$ cat src/dsrp_pkg.sv
// Package: addresses, fields, reset values and counts of the serial register port
package dsrp_pkg;
    // ----------------------------------------
    // Register addresses
    // ----------------------------------------
    localparam logic [4:0] A_RES_LO = 5'h00;
    localparam logic [4:0] A_RES_HI = 5'h01;
    localparam logic [4:0] A_AMP = 5'h02;
    localparam logic [4:0] A_CONV_CTL = 5'h03;
    localparam logic [4:0] A_GAIN_CH = 5'h04;
    localparam logic [4:0] A_IO_LVL = 5'h05;
    localparam logic [4:0] A_IO_DIR = 5'h06;
    localparam logic [4:0] A_REF_OSC = 5'h07;
    localparam logic [4:0] A_SPC = 5'h18;
    localparam logic [4:0] A_ID = 5'h1f;
    // ----------------------------------------
    // Instruction and register fields
    // ----------------------------------------
    localparam int INS_DIRECT = 7;
    localparam int INS_READ = 6;
    localparam int INS_WIDE = 5;
    localparam int CNV_BIT = 7;
    localparam int SPC_LSB = 0;
    localparam int SPC_2W = 1;
    localparam int SPC_LEG = 2;
    localparam logic [7:0] RST_BYTE = 8'h00;
    // ----------------------------------------
    // Counts
    // ----------------------------------------
    localparam logic [3:0] RESYNC_ZEROS = 4'h8;
    localparam logic [4:0] BYTE_BITS = 5'h08;
    localparam logic [4:0] WORD_BITS = 5'h10;
    localparam int unsigned START_FALLS = 2;
    localparam int unsigned CONV_FALLS_DEF = 16;
    typedef enum logic [1:0] {ST_INSTR, ST_WDATA, ST_RDATA} dsrp_state_t;
    typedef enum logic [1:0] {CV_IDLE, CV_WAIT, CV_RUN} dsrp_conv_t;
endpackage : dsrp_pkg

$ cat src/dsrp_edge.sv
// Edge detector for a pin sampled on the system clock
module dsrp_edge (
    input wire logic clk_i,
    input wire logic rst_n_i,
    input wire logic sig_i,
    output logic rise_o,
    output logic fall_o
);
    // ----------------------------------------
    // Previous level
    // ----------------------------------------
    logic prev_reg;

    always_ff @(posedge clk_i or negedge rst_n_i) begin
        if (!rst_n_i) begin
            prev_reg <= 1'b0;
        end else begin
            prev_reg <= sig_i;
        end
    end

    assign rise_o = sig_i & ~prev_reg;
    assign fall_o = ~sig_i & prev_reg;
endmodule : dsrp_edge

$ cat src/dsrp_conv.sv
// Conversion sequencer paced by conversion clock falling edges
module dsrp_conv import dsrp_pkg::*; #(
    parameter int unsigned CONV_FALLS = CONV_FALLS_DEF
) (
    input wire logic clk_i,
    input wire logic rst_n_i,
    input wire logic clr_i,
    input wire logic start_i,
    input wire logic fall_i,
    output logic busy_o,
    output logic begin_o,
    output logic done_o
);
    dsrp_conv_t st_reg;
    logic [7:0] cnt_reg;

    always_ff @(posedge clk_i or negedge rst_n_i) begin
        if (!rst_n_i) begin
            st_reg <= CV_IDLE;
            cnt_reg <= 8'h00;
            busy_o <= 1'b0;
            begin_o <= 1'b0;
            done_o <= 1'b0;
        end else begin
            begin_o <= 1'b0;
            done_o <= 1'b0;
            if (clr_i) begin
                st_reg <= CV_IDLE;
                cnt_reg <= 8'h00;
                busy_o <= 1'b0;
            end else begin
                unique case (st_reg)
                    CV_IDLE: if (start_i) begin
                        st_reg <= CV_WAIT;
                        cnt_reg <= 8'h00;
                        busy_o <= 1'b1;
                    end
                    CV_WAIT: if (fall_i) begin
                        if (cnt_reg == 8'(START_FALLS - 1)) begin
                            st_reg <= CV_RUN;
                            cnt_reg <= 8'h00;
                            begin_o <= 1'b1;
                        end else begin
                            cnt_reg <= cnt_reg + 8'h01;
                        end
                    end
                    CV_RUN: if (fall_i) begin
                        if (cnt_reg == 8'(CONV_FALLS - 1)) begin
                            st_reg <= CV_IDLE;
                            busy_o <= 1'b0;
                            done_o <= 1'b1;
                        end else begin
                            cnt_reg <= cnt_reg + 8'h01;
                        end
                    end
                endcase
            end
        end
    end
endmodule : dsrp_conv

$ cat src/dsrp_top.sv
// Serial command port and register bank of a data-acquisition converter
// Function
// - Instruction bit 7 picks convert or register; bits 6,5 read and wide; 4..0 address.
// - Convert instruction copies its low seven bits into gain/channel, then converts.
// - Address 0 gives low result nibble and overrange; address 1 the high byte.
// - Address 2 reads six amplifier limit flags; top two bits zero.
// - Address 3 holds read-back mode and clock divide; upper nibble zero.
// - Address 4 holds convert/busy, gain select and channel select.
// - Address 5 reads I/O pin levels and convert/busy; bits 6..4 zero.
// - Writing convert/busy as one starts a conversion; it reads one while busy.
// - Address 6 holds per-pin direction bits for the four I/O pins.
// - Address 7 holds oscillator and reference control bits.
// - Address 24 holds LSB-first, two-wire and legacy timing, mirrored in the byte.
// - Byte write of zero to address 0, or the reset pin, resets all.
// - Any reset clears every register, turning oscillator and reference off.
// - Eight zero bits then a one while awaiting instruction reset the device.
// - Chip select high resynchronises the port, registers untouched.
// - First active edge after select takes instruction bit one; edge pin picks polarity.
// - A started conversion begins on the second conversion clock fall.
// - Wide writes commit both bytes together; second address has bit 0 flipped.
// - Read data driven from the non-active edge after the instruction, changing there.
// - Two-wire return line released on non-active edge after last read bit.
// - Outputs high impedance while deselected; data out always driven while selected.
// - Each read byte is sampled at its first active edge; then await instruction.
// - Channel select drives the multiplexer; its bit 2 swaps differential polarity.
module dsrp_top import dsrp_pkg::*; #(
    parameter logic [7:0] DEVICE_ID = 8'h5a, // Arbitrary value
    parameter int unsigned CONV_FALLS = CONV_FALLS_DEF
) (
    input wire logic CLK_SYS_I,
    input wire logic RESET_N_I,
    input wire logic CS_N_I,
    input wire logic SCLK_I,
    input wire logic SDI_I,
    input wire logic EDGE_RISE_I,
    input wire logic CONV_CLOCK_IN_I,
    input wire logic [3:0] IO_I,
    input wire logic [11:0] RESULT_I,
    input wire logic OVERRANGE_I,
    input wire logic [5:0] AMP_LIMIT_I,
    output logic SDO_O,
    output logic SDO_OE_O,
    output logic SDI_O,
    output logic SDI_OE_O,
    output logic [3:0] IO_O,
    output logic [3:0] IO_OE_O,
    output logic [2:0] GAIN_SEL_O,
    output logic [3:0] CHANNEL_SEL_O,
    output logic [1:0] READBACK_MODE_O,
    output logic [1:0] CLK_DIVIDE_O,
    output logic OSC_SOURCE_SEL_O,
    output logic OSC_ON_O,
    output logic VREF_ON_O,
    output logic VREF_BUFFER_ON_O,
    output logic VREF_LEVEL_SEL_O,
    output logic VREF_LOW_SEL_O,
    output logic TWO_WIRE_O,
    output logic LEGACY_TIMING_O,
    output logic BUSY_O,
    output logic CONV_BEGIN_O
);
    // ----------------------------------------
    // Declarations
    // ----------------------------------------
    logic sclk_rise, sclk_fall, conv_clock_in_fall;
    logic act, nact;
    dsrp_state_t st_reg;
    logic [4:0] cnt_reg;
    logic [7:0] sh_reg, ins_reg, wb_reg, ob_reg, sh_next;
    logic [3:0] zrun_reg;
    logic [11:0] res_reg;
    logic ovr_reg;
    logic [5:0] amp_reg;
    logic [3:0] ctl_reg;
    logic [6:0] gm_reg;
    logic [3:0] io_out_reg;
    logic [3:0] oe_reg;
    logic [5:0] roc_reg;
    logic [2:0] spc_reg;
    logic busy, conv_done, conv_req;
    logic wide, zero_ctx, zero_hit, commit, dir_go, soft_clr, tx_bit;
    logic [4:0] len, addr_a, addr_b;
    logic [1:0] wr_v;
    logic [4:0] wr_a [2];
    logic [7:0] wr_d [2];

    // ----------------------------------------
    // Functions
    // ----------------------------------------
    function automatic logic [7:0] rd_byte(input logic [4:0] a);
        case (a)
            A_RES_LO: rd_byte = {res_reg[3:0], 3'h0, ovr_reg};
            A_RES_HI: rd_byte = res_reg[11:4];
            A_AMP: rd_byte = {2'h0, amp_reg};
            A_CONV_CTL: rd_byte = {4'h0, ctl_reg};
            A_GAIN_CH: rd_byte = {busy, gm_reg};
            A_IO_LVL: rd_byte = {busy, 3'h0, IO_I};
            A_IO_DIR: rd_byte = {4'h0, oe_reg};
            A_REF_OSC: rd_byte = {2'h0, roc_reg};
            A_SPC: rd_byte = {spc_reg[0], spc_reg[1], spc_reg[2], 2'h0, spc_reg[2], spc_reg[1], spc_reg[0]};
            A_ID: rd_byte = DEVICE_ID;
            default: rd_byte = 8'h00;
        endcase
    endfunction : rd_byte

    function automatic logic pick(input logic [7:0] b, input logic [2:0] k, input logic lsb);
        pick = lsb ? b[k] : b[3'h7 - k];
    endfunction : pick

    function automatic logic is_cnv(input logic [4:0] a, input logic [7:0] d);
        is_cnv = (a == A_GAIN_CH || a == A_IO_LVL) && d[CNV_BIT];
    endfunction : is_cnv

    // ----------------------------------------
    // Edge detection and sequencer
    // ----------------------------------------
    dsrp_edge u_sclk_edge (
        .clk_i(CLK_SYS_I),
        .rst_n_i(RESET_N_I),
        .sig_i(SCLK_I),
        .rise_o(sclk_rise),
        .fall_o(sclk_fall)
    );

    dsrp_edge u_conv_clock_in_edge (
        .clk_i(CLK_SYS_I),
        .rst_n_i(RESET_N_I),
        .sig_i(CONV_CLOCK_IN_I),
        .rise_o(),
        .fall_o(conv_clock_in_fall)
    );

    dsrp_conv #(
        .CONV_FALLS(CONV_FALLS)
    ) u_conv (
        .clk_i(CLK_SYS_I),
        .rst_n_i(RESET_N_I),
        .clr_i(soft_clr),
        .start_i(conv_req),
        .fall_i(conv_clock_in_fall),
        .busy_o(busy),
        .begin_o(CONV_BEGIN_O),
        .done_o(conv_done)
    );

    // ----------------------------------------
    // Serial decode
    // ----------------------------------------
    assign act = ~CS_N_I & (EDGE_RISE_I ? sclk_rise : sclk_fall);
    assign nact = ~CS_N_I & (EDGE_RISE_I ? sclk_fall : sclk_rise);
    assign sh_next = spc_reg[SPC_LSB] ? {SDI_I, sh_reg[7:1]} : {sh_reg[6:0], SDI_I};
    assign wide = ins_reg[INS_WIDE];
    assign len = wide ? WORD_BITS : BYTE_BITS;
    assign addr_a = ins_reg[4:0];
    assign addr_b = {ins_reg[4:1], ~ins_reg[0]};
    assign zero_ctx = st_reg == ST_INSTR || (st_reg == ST_WDATA && ins_reg == RST_BYTE);
    assign zero_hit = act && SDI_I && zero_ctx && zrun_reg >= RESYNC_ZEROS;
    assign commit = act && st_reg == ST_WDATA && cnt_reg == len - 5'h01 && !zero_hit;
    assign dir_go = act && st_reg == ST_INSTR && cnt_reg == 5'h07 && sh_next[INS_DIRECT] && !zero_hit;
    assign wr_v = {commit & wide, commit};
    assign wr_a[0] = addr_a;
    assign wr_a[1] = addr_b;
    assign wr_d[0] = wide ? wb_reg : sh_next;
    assign wr_d[1] = sh_next;
    assign soft_clr = zero_hit || (commit && !wide && addr_a == A_RES_LO && sh_next == RST_BYTE);
    assign conv_req = dir_go || (wr_v[0] && is_cnv(wr_a[0], wr_d[0])) || (wr_v[1] && is_cnv(wr_a[1], wr_d[1]));
    assign tx_bit = (cnt_reg[2:0] == 3'h0) ? pick(rd_byte(cnt_reg[3] ? addr_b : addr_a), 3'h0, spc_reg[SPC_LSB])
                                           : pick(ob_reg, cnt_reg[2:0], spc_reg[SPC_LSB]);

    // ----------------------------------------
    // Serial state
    // ----------------------------------------
    always_ff @(posedge CLK_SYS_I or negedge RESET_N_I) begin
        if (!RESET_N_I) begin
            st_reg <= ST_INSTR;
            cnt_reg <= 5'h00;
            ins_reg <= 8'h00;
        end else if (CS_N_I || soft_clr) begin
            st_reg <= ST_INSTR;
            cnt_reg <= 5'h00;
            ins_reg <= 8'h00;
        end else if (act) begin
            unique case (st_reg)
                ST_INSTR: if (cnt_reg == 5'h07) begin
                    cnt_reg <= 5'h00;
                    ins_reg <= sh_next;
                    if (!sh_next[INS_DIRECT]) begin
                        st_reg <= sh_next[INS_READ] ? ST_RDATA : ST_WDATA;
                    end
                end else begin
                    cnt_reg <= cnt_reg + 5'h01;
                end
                ST_WDATA: if (cnt_reg == len - 5'h01) begin
                    st_reg <= ST_INSTR;
                    cnt_reg <= 5'h00;
                end else begin
                    cnt_reg <= cnt_reg + 5'h01;
                end
                ST_RDATA: if (cnt_reg != len) begin
                    cnt_reg <= cnt_reg + 5'h01;
                end
            endcase
        end else if (nact && st_reg == ST_RDATA && cnt_reg == len) begin
            st_reg <= ST_INSTR;
            cnt_reg <= 5'h00;
        end
    end

    always_ff @(posedge CLK_SYS_I or negedge RESET_N_I) begin
        if (!RESET_N_I) begin
            sh_reg <= 8'h00;
            wb_reg <= 8'h00;
        end else if (act) begin
            sh_reg <= sh_next;
            if (st_reg == ST_WDATA && cnt_reg == 5'h07) begin
                wb_reg <= sh_next;
            end
        end
    end

    // Zero run length while awaiting an instruction
    always_ff @(posedge CLK_SYS_I or negedge RESET_N_I) begin
        if (!RESET_N_I) begin
            zrun_reg <= 4'h0;
        end else if (CS_N_I || zero_hit) begin
            // Run survives a zero-write reset so a long zero string still ends in resync
            zrun_reg <= 4'h0;
        end else if (act) begin
            if (zero_ctx && !SDI_I) begin
                zrun_reg <= (zrun_reg < RESYNC_ZEROS) ? zrun_reg + 4'h1 : zrun_reg;
            end else begin
                zrun_reg <= 4'h0;
            end
        end
    end

    // ----------------------------------------
    // Read data out
    // ----------------------------------------
    always_ff @(posedge CLK_SYS_I or negedge RESET_N_I) begin
        if (!RESET_N_I) begin
            SDO_O <= 1'b0;
            SDO_OE_O <= 1'b0;
            SDI_O <= 1'b0;
            SDI_OE_O <= 1'b0;
            ob_reg <= 8'h00;
        end else begin
            SDO_OE_O <= ~CS_N_I;
            if (CS_N_I || soft_clr) begin
                SDO_O <= 1'b0;
                SDI_O <= 1'b0;
                SDI_OE_O <= 1'b0;
            end else if (st_reg == ST_RDATA) begin
                if (act && cnt_reg[2:0] == 3'h0 && cnt_reg != len) begin
                    ob_reg <= rd_byte(cnt_reg[3] ? addr_b : addr_a);
                end
                if (nact) begin
                    if (cnt_reg == len) begin
                        SDI_OE_O <= 1'b0;
                    end else begin
                        SDO_O <= tx_bit;
                        SDI_O <= tx_bit;
                        SDI_OE_O <= spc_reg[SPC_2W];
                    end
                end
            end
        end
    end

    // ----------------------------------------
    // Writable registers
    // ----------------------------------------
    always_ff @(posedge CLK_SYS_I or negedge RESET_N_I) begin
        if (!RESET_N_I) begin
            ctl_reg <= 4'h0;
            gm_reg <= 7'h00;
            io_out_reg <= 4'h0;
            oe_reg <= 4'h0;
            roc_reg <= 6'h00;
            spc_reg <= 3'h0;
        end else if (soft_clr) begin
            ctl_reg <= 4'h0;
            gm_reg <= 7'h00;
            io_out_reg <= 4'h0;
            oe_reg <= 4'h0;
            roc_reg <= 6'h00;
            spc_reg <= 3'h0;
        end else begin
            if (dir_go) begin
                gm_reg <= sh_next[6:0];
            end
            for (int k = 0; k < 2; k++) begin
                if (wr_v[k]) begin
                    case (wr_a[k])
                        A_CONV_CTL: ctl_reg <= wr_d[k][3:0];
                        A_GAIN_CH: gm_reg <= wr_d[k][6:0];
                        A_IO_LVL: io_out_reg <= wr_d[k][3:0];
                        A_IO_DIR: oe_reg <= wr_d[k][3:0];
                        A_REF_OSC: roc_reg <= wr_d[k][5:0];
                        A_SPC: spc_reg <= {wr_d[k][5] | wr_d[k][2], wr_d[k][6] | wr_d[k][1],
                                           wr_d[k][7] | wr_d[k][0]};
                        default: ;
                    endcase
                end
            end
        end
    end

    // Conversion results
    always_ff @(posedge CLK_SYS_I or negedge RESET_N_I) begin
        if (!RESET_N_I) begin
            res_reg <= 12'h000;
            ovr_reg <= 1'b0;
            amp_reg <= 6'h00;
        end else if (soft_clr) begin
            res_reg <= 12'h000;
            ovr_reg <= 1'b0;
            amp_reg <= 6'h00;
        end else if (conv_done) begin
            res_reg <= RESULT_I;
            ovr_reg <= OVERRANGE_I;
            amp_reg <= AMP_LIMIT_I;
        end
    end

    // ----------------------------------------
    // Outputs
    // ----------------------------------------
    assign IO_O = io_out_reg;
    assign IO_OE_O = oe_reg;
    assign GAIN_SEL_O = gm_reg[6:4];
    assign CHANNEL_SEL_O = gm_reg[3:0];
    assign READBACK_MODE_O = ctl_reg[3:2];
    assign CLK_DIVIDE_O = ctl_reg[1:0];
    assign OSC_SOURCE_SEL_O = roc_reg[5];
    assign OSC_ON_O = roc_reg[4];
    assign VREF_ON_O = roc_reg[3];
    assign VREF_BUFFER_ON_O = roc_reg[2];
    assign VREF_LEVEL_SEL_O = roc_reg[1];
    assign VREF_LOW_SEL_O = roc_reg[0];
    assign TWO_WIRE_O = spc_reg[SPC_2W];
    assign LEGACY_TIMING_O = spc_reg[SPC_LEG];
    assign BUSY_O = busy;
endmodule : dsrp_top

$ cat config.mk
export PLATFORM = sky130hd
export DESIGN_NAME = dsrp_top
export DESIGN_NICKNAME = d
export VERILOG_FILES = /design/src/dsrp_pkg.sv /design/src/dsrp_edge.sv /design/src/dsrp_conv.sv /design/src/dsrp_top.sv
export SDC_FILE = /design/constraint.sdc
export NUM_CORES = 1
export LEC_CHECK = 0
export BUFFER_PORTS_ARGS = -buffer_cell sky130_fd_sc_hd__buf_2
export CAP_MARGIN = 20
export CELL_PAD_IN_SITES_DETAIL_PLACEMENT = 0
export CELL_PAD_IN_SITES_GLOBAL_PLACEMENT = 1
export CORE_UTILIZATION = 29
export DETAILED_ROUTE_END_ITERATION = 12
export MAX_ROUTING_LAYER = met4
export PLACE_DENSITY_LB_ADDON = 0.1
export SKIP_LAST_GASP = 1
export SLEW_MARGIN = 20
export SYNTH_ARGS = -nofsm -noshare
export SYNTH_HDL_FRONTEND = slang
export SYNTH_HIERARCHICAL = 1
export SYNTH_SLANG_ARGS = --single-unit
$ cat constraint.sdc
create_clock -name CLK_SYS_I -period 9.1 [get_ports CLK_SYS_I]
set_input_delay 1.365 -clock CLK_SYS_I [delete_from_list [all_inputs] [get_ports CLK_SYS_I]]
set_output_delay 1.365 -clock CLK_SYS_I [all_outputs]
set_load 0.1 [all_outputs]
==> flow_summary.toml, run 1 <==
[run_status]
status = "finished, final reports clean"

[sta]
grt_setup_unrepaired = "false"
finalCritPeriodShare_pct = 48.4
finalWorstPathRequiredPeriod_ps = 4400
postLayoutSetupSlackWorst_ps = 4700
slew_at_the_pin_with_the_worst_max_slew_slack_ps = 1090
drv_slew = 0
skew_ps = 12.0
totalNegativeSetupSlack_ps = 0
hold_viol = 0
finalSetupViolations = 0
slew_headroom_pct = 27.4
max_freq_mhz = 227

[die]
core_um2 = 22000
die_h_um = 153
floorplan.initialDensity_pct = 29.9
die_width_um = 153
fp.dieArea_um2 = 23300
num_rows = 54
top_level_ports = 63

[synth]
post_synth.cell_area_avg_um2 = 10.0
synth_cells = 657
syn-cell-area_um2 = 6580
synth.net_count = 700
synth_warnings = 6

[place]
dpl_worst_slack_ps = 4350
dpl.hpwl_mm = 15.4
gp_congestion = 0.800
io_buffers = 62

[worst_setup_path]
regToRegSetupSlack_ps = 5180
crit_arrival_ps = 4650
path_class = "primary input to flop"
cp-end-kind = "flop"
worstReg2RegStart = "cnt_reg[1]$_DFFE_PN0P_"
wp_data_required_ps = 9350
crit-reg2reg-capture = "u_conv/st_reg[0]$_DFFE_PN0P_"
r2r_cells = 8
worstSetupStartpointType = "primary input"
crit_path_max_fanout = 47

[drt]
1st_pass_router_iterations = 7
dr.first_iter.drc_count = 431
drt-wirelength-per-cell_um = 21.7
wirelength_mm = 21.3
post_detailed_route_count_of_antenna_violating_nets = 0
drc_errors = 0
vias_post_dr = 5413
routed_via_density = 5.51

[global_routing]
grt_start_max_net_pins = 68
wire_length_of_the_first_global_routing_pass_mm = 33.8
grt_antenna_before_repair = 0
first_global_vias = 5528
gr-total-overflow = 0
grt_util_all_layers_pct = 19.4

[clock_network]
clock_sink_count = 108
ctsHoldBuffers = 0
cts_tree = "yes"
cts_buffers = 9
post_cts_resized = 0
cts.clk_slew.worst_paths_ps = 80
cts_max_level = 3
post-cts-setup-buffer-count = 0
clk_root_buffer_cell = "clkbuf_16"
cts-root-to-sink-buffers = 2
clock_insertion_delay_at_the_later_pin_of_the_skew_report_ps = 360

[finish]
final_nets = 740
largest_register_ff_count = 12
post_route_cells_drive_above_1_share_pct = 21.4
ff_latch_area_um2 = 2700
nFillCells = 2281
insertedDiodeCount = 0
flow.area_growth_from_synthesis_pct = 12.2
multi_input_logic_area_um2 = 3590

[power_and_ir_drop]
pwr_density_cell_nw_per_um2 = 161
power.leakage_uw = 0.00331
power.ir.vdd_worst_v = 0.0000980

[hold_path]
hp-start = "SDI_OE_O$_DFFE_PN0P_"
hold-path-cell-count = 2
worstHoldPathType = "flop to flop"
timing.hold.worst_endpoint = "SDI_OE_O$_DFFE_PN0P_"

[run]
maximum_capacitance_violations = 0
==> metal layers <==
metal / vias up / track usage (%) / routed length [um]
met5: - / - / 0
met4: 0 / 4.95 / 281
met2: 121 / 30.1 / 10000
met1: 2724 / 26.6 / 10400
met3: 22 / 2.65 / 677
li1: 2546 / - / -
==> metrics by stage <==
step	hold WS [ps]	cells	area [um^2]	total power (uW)	utilization, %
after floorplan	467	657	6580	699	-
after global placement	492	966	7090	791	32.2
after detailed placement	502	966	7090	792	32.2
after CTS	512	982	7380	1200	33.5
after global routing	535	982	7380	1250	33.5
final	521	982	7380	1190	33.5
==> worst max-delay path by stage <==
stage,startpoint,end,cells after the start
after floorplan,SCLK_I,u_conv/st_reg[0]$_DFFE_PN0P_,11
after global placement,SCLK_I,u_conv/st_reg[0]$_DFFE_PN0P_,9
after detailed placement,SCLK_I,u_conv/st_reg[0]$_DFFE_PN0P_,9
after CTS,SCLK_I,u_conv/st_reg[0]$_DFFE_PN0P_,9
after global routing,SCLK_I,u_conv/st_reg[0]$_DFFE_PN0P_,9
final,SCLK_I,u_conv/st_reg[0]$_DFFE_PN0P_,9
==> power by group <==
part | leakage, uW | internal, uW | switching (uW) | total, uW
Clock | 0.000135 | 203 | 203 | 407
Combinational | 0.00170 | 84.6 | 167 | 251
Sequential | 0.00147 | 501 | 30.3 | 531
==> cell usage in the layout, fill, tap and decap left out, types with 9 or more instances in the layout <==
cell,count
buf_4,10
nor3_1,9
mux2_2,29
a211oi_1,27
nand2_1,47
a21oi_1,29
mux2i_1,58
inv_1,17
buf_2,61
ha_1,13
clkbuf_16,9
nand3_1,31
dfrtp_1,108
o21ai_0,22
nor2_1,73
==> critical path, cell delays in order <==
cell and delay [ps]:
buf_2 110, and2b_2 200, mux2i_1 210, or4_1 630, or4_1 670, nand2_4 540
a21oi_1 310, a221o_1 360, a32o_1 220
==> layout make-up <==
cell class              instances  share of cell area [%]
well taps                     280                    4.75
flip-flops and latches        108                    36.6
repair buffers                 71                    5.15
multi-input cells             489                    48.7
clock inverters                 4                   0.441
clock buffers                  12                    3.47
inverters                      18                   0.915
No activity file was read; power rests on OpenSTA's default activity.
==> run 2, diff against run 1 <==
- clock period: 9.1 -> 4 ns (I/O delays scaled with it)
==> run 2 against run 1 <==
Clock skew is 2.8 ps higher. Clock-buffer cell count fell by 1. Sequential power rose by 130%. Cell count up 0.92%. Non-clock buffer count rose by 9. Register-to-register slack lost 4700 ps. Setup slack got worse by 4200 ps. Global-route usage is essentially flat. Core utilization rose by 0.40 points. Hold slack worse by 170 ps. Sequential share of layout area decreased by 0.43 points. Critical path type is now flop to flop. Critical endpoint is now u_conv/st_reg[1]$_DFFE_PN0P_. Largest power group unchanged.
==> flow_summary.toml, run 2 (synthesis gave the netlist of run 1 again) <==
[run_status]
status = "finished, final reports clean"

[sta]
fin_hold_ws_ps = 355
drv_slew = 0
finalSetupViolations = 0
grt_setup_unrepaired = "false"
max_freq_mhz = 283
slew_headroom_pct = 29.1
skew_ps = 14.7
hold_viol = 0
totalNegativeSetupSlack_ps = 0
slew_at_the_pin_with_the_worst_max_slew_slack_ps = 1060
finalCritPeriodShare_pct = 88.2
finalWorstPathRequiredPeriod_ps = 3530

[die]
floorplan.initialDensity_pct = 29.9
fp.dieArea_um2 = 23300
top_level_ports = 63
die_h_um = 153
die_width_um = 153
num_rows = 54
core_um2 = 22000

[worst_setup_path]
worstSetupStartpointType = "flop"
crit_path_max_fanout = 15
crit_arrival_ps = 3770
r2r_cells = 8
cp-end-kind = "flop"
wp_data_required_ps = 4240
path_class = "flop to flop"

[clock_network]
clk_root_buffer_cell = "clkbuf_16"
clock_insertion_delay_at_the_later_pin_of_the_skew_report_ps = 360
post_cts_resized = 0
cts-root-to-sink-buffers = 2
cts_tree = "yes"
clock_sink_count = 108
cts_buffers = 9
cts.clk_slew.worst_paths_ps = 70
ctsHoldBuffers = 0
post-cts-setup-buffer-count = 0
cts_max_level = 3

[drt]
routed_via_density = 5.46
drc_errors = 0
post_detailed_route_count_of_antenna_violating_nets = 0
1st_pass_router_iterations = 7
wirelength_mm = 21.5
vias_post_dr = 5415
dr.first_iter.drc_count = 375
drt-wirelength-per-cell_um = 21.7

[power_and_ir_drop]
power.ir.vdd_worst_v = 0.000208
pwr_density_cell_nw_per_um2 = 368
power.leakage_uw = 0.00336

[global_routing]
gr-total-overflow = 0
first_global_vias = 5459
grt_antenna_before_repair = 0
wire_length_of_the_first_global_routing_pass_mm = 33.9
grt_start_max_net_pins = 68
grt_util_all_layers_pct = 19.5

[finish]
mostFrequentLayoutCell = "dfrtp_1"
largest_register_ff_count = 12
flow.area_growth_from_synthesis_pct = 13.5
insertedDiodeCount = 0
post_route_cells_drive_above_1_share_pct = 22.4
fin_util_pct = 33.9
layout_common_cells = "dfrtp_1, nor2_1, buf_2, mux2i_1, nand2_1"
final_nets = 749

[place]
dpl.hpwl_mm = 15.8
gp_congestion = 0.804
io_buffers = 62

[run]
maximum_capacitance_violations = 0

[hold_path]
worstHoldPathType = "primary input to async pin"
-- run 2: area by class of cell --
class                           instances  area [um^2]
Sequential cell                       108         2700
Timing Repair Buffer                   80          448
Inverter                               18         67.6
Fill cell                            2280        14600
Clock inverter                          5         66.3
Clock buffer                           11          243
Multi-Input combinational cell        489         3590
Tap cell                              280          350
-- run 2: report_power, final --
part	switching, uW	internal (uW)
registers	64.4	1140
logic	386	194
clock network	453	514
total	903	1850
-- run 2: per-layer routing --
metal | up-vias | GRT usage [%] | part of all wire [%]
met2 | 111 | 29.2 | 45
met4 | 0 | 4.71 | 1.1
met3 | 18 | 2.70 | 3.3
met5 | - | - | 0
li1 | 2560 | - | -
met1 | 2726 | 27.5 | 51
-- run 2: worst paths after layout --
kind,start,endpoint,slack [ps]
worst max-delay path,cnt_reg[1]$_DFFE_PN0P_,u_conv/st_reg[1]$_DFFE_PN0P_,470
worst min-delay path,RESET_N_I,SDO_OE_O$_DFF_PN0_,350
worst max register to register,cnt_reg[1]$_DFFE_PN0P_,u_conv/st_reg[1]$_DFFE_PN0P_,470
worst min register to register,SDI_OE_O$_DFFE_PN0P_,SDI_OE_O$_DFFE_PN0P_,520
max in group asynchronous,RESET_N_I,ins_reg[5]$_DFFE_PN0P_,2710
min in group CLK_SYS_I,SCLK_I,u_sclk_edge/prev_reg$_DFF_PN0_,370
-- run 2: critical path: stages, from the launching register on --
cell and delay, ps:
dfrtp_1 630, ha_1 350, nand4b_1 160, or4_1 470
or4_1 730, nand2_4 310, a21oi_1 200, a221o_1 350
a32o_1 210
-- run 2: through the flow --
step	cells	worst slack (ps)	area (um^2)	total power, uW
2_1_floorplan	657	650	6580	1590
3_3_place_gp	975	547	7160	1800
3_5_place_dp	975	494	7160	1810
4_1_cts	991	484	7470	2790
5_1_grt	991	269	7470	2880
6_report	991	470	7470	2750
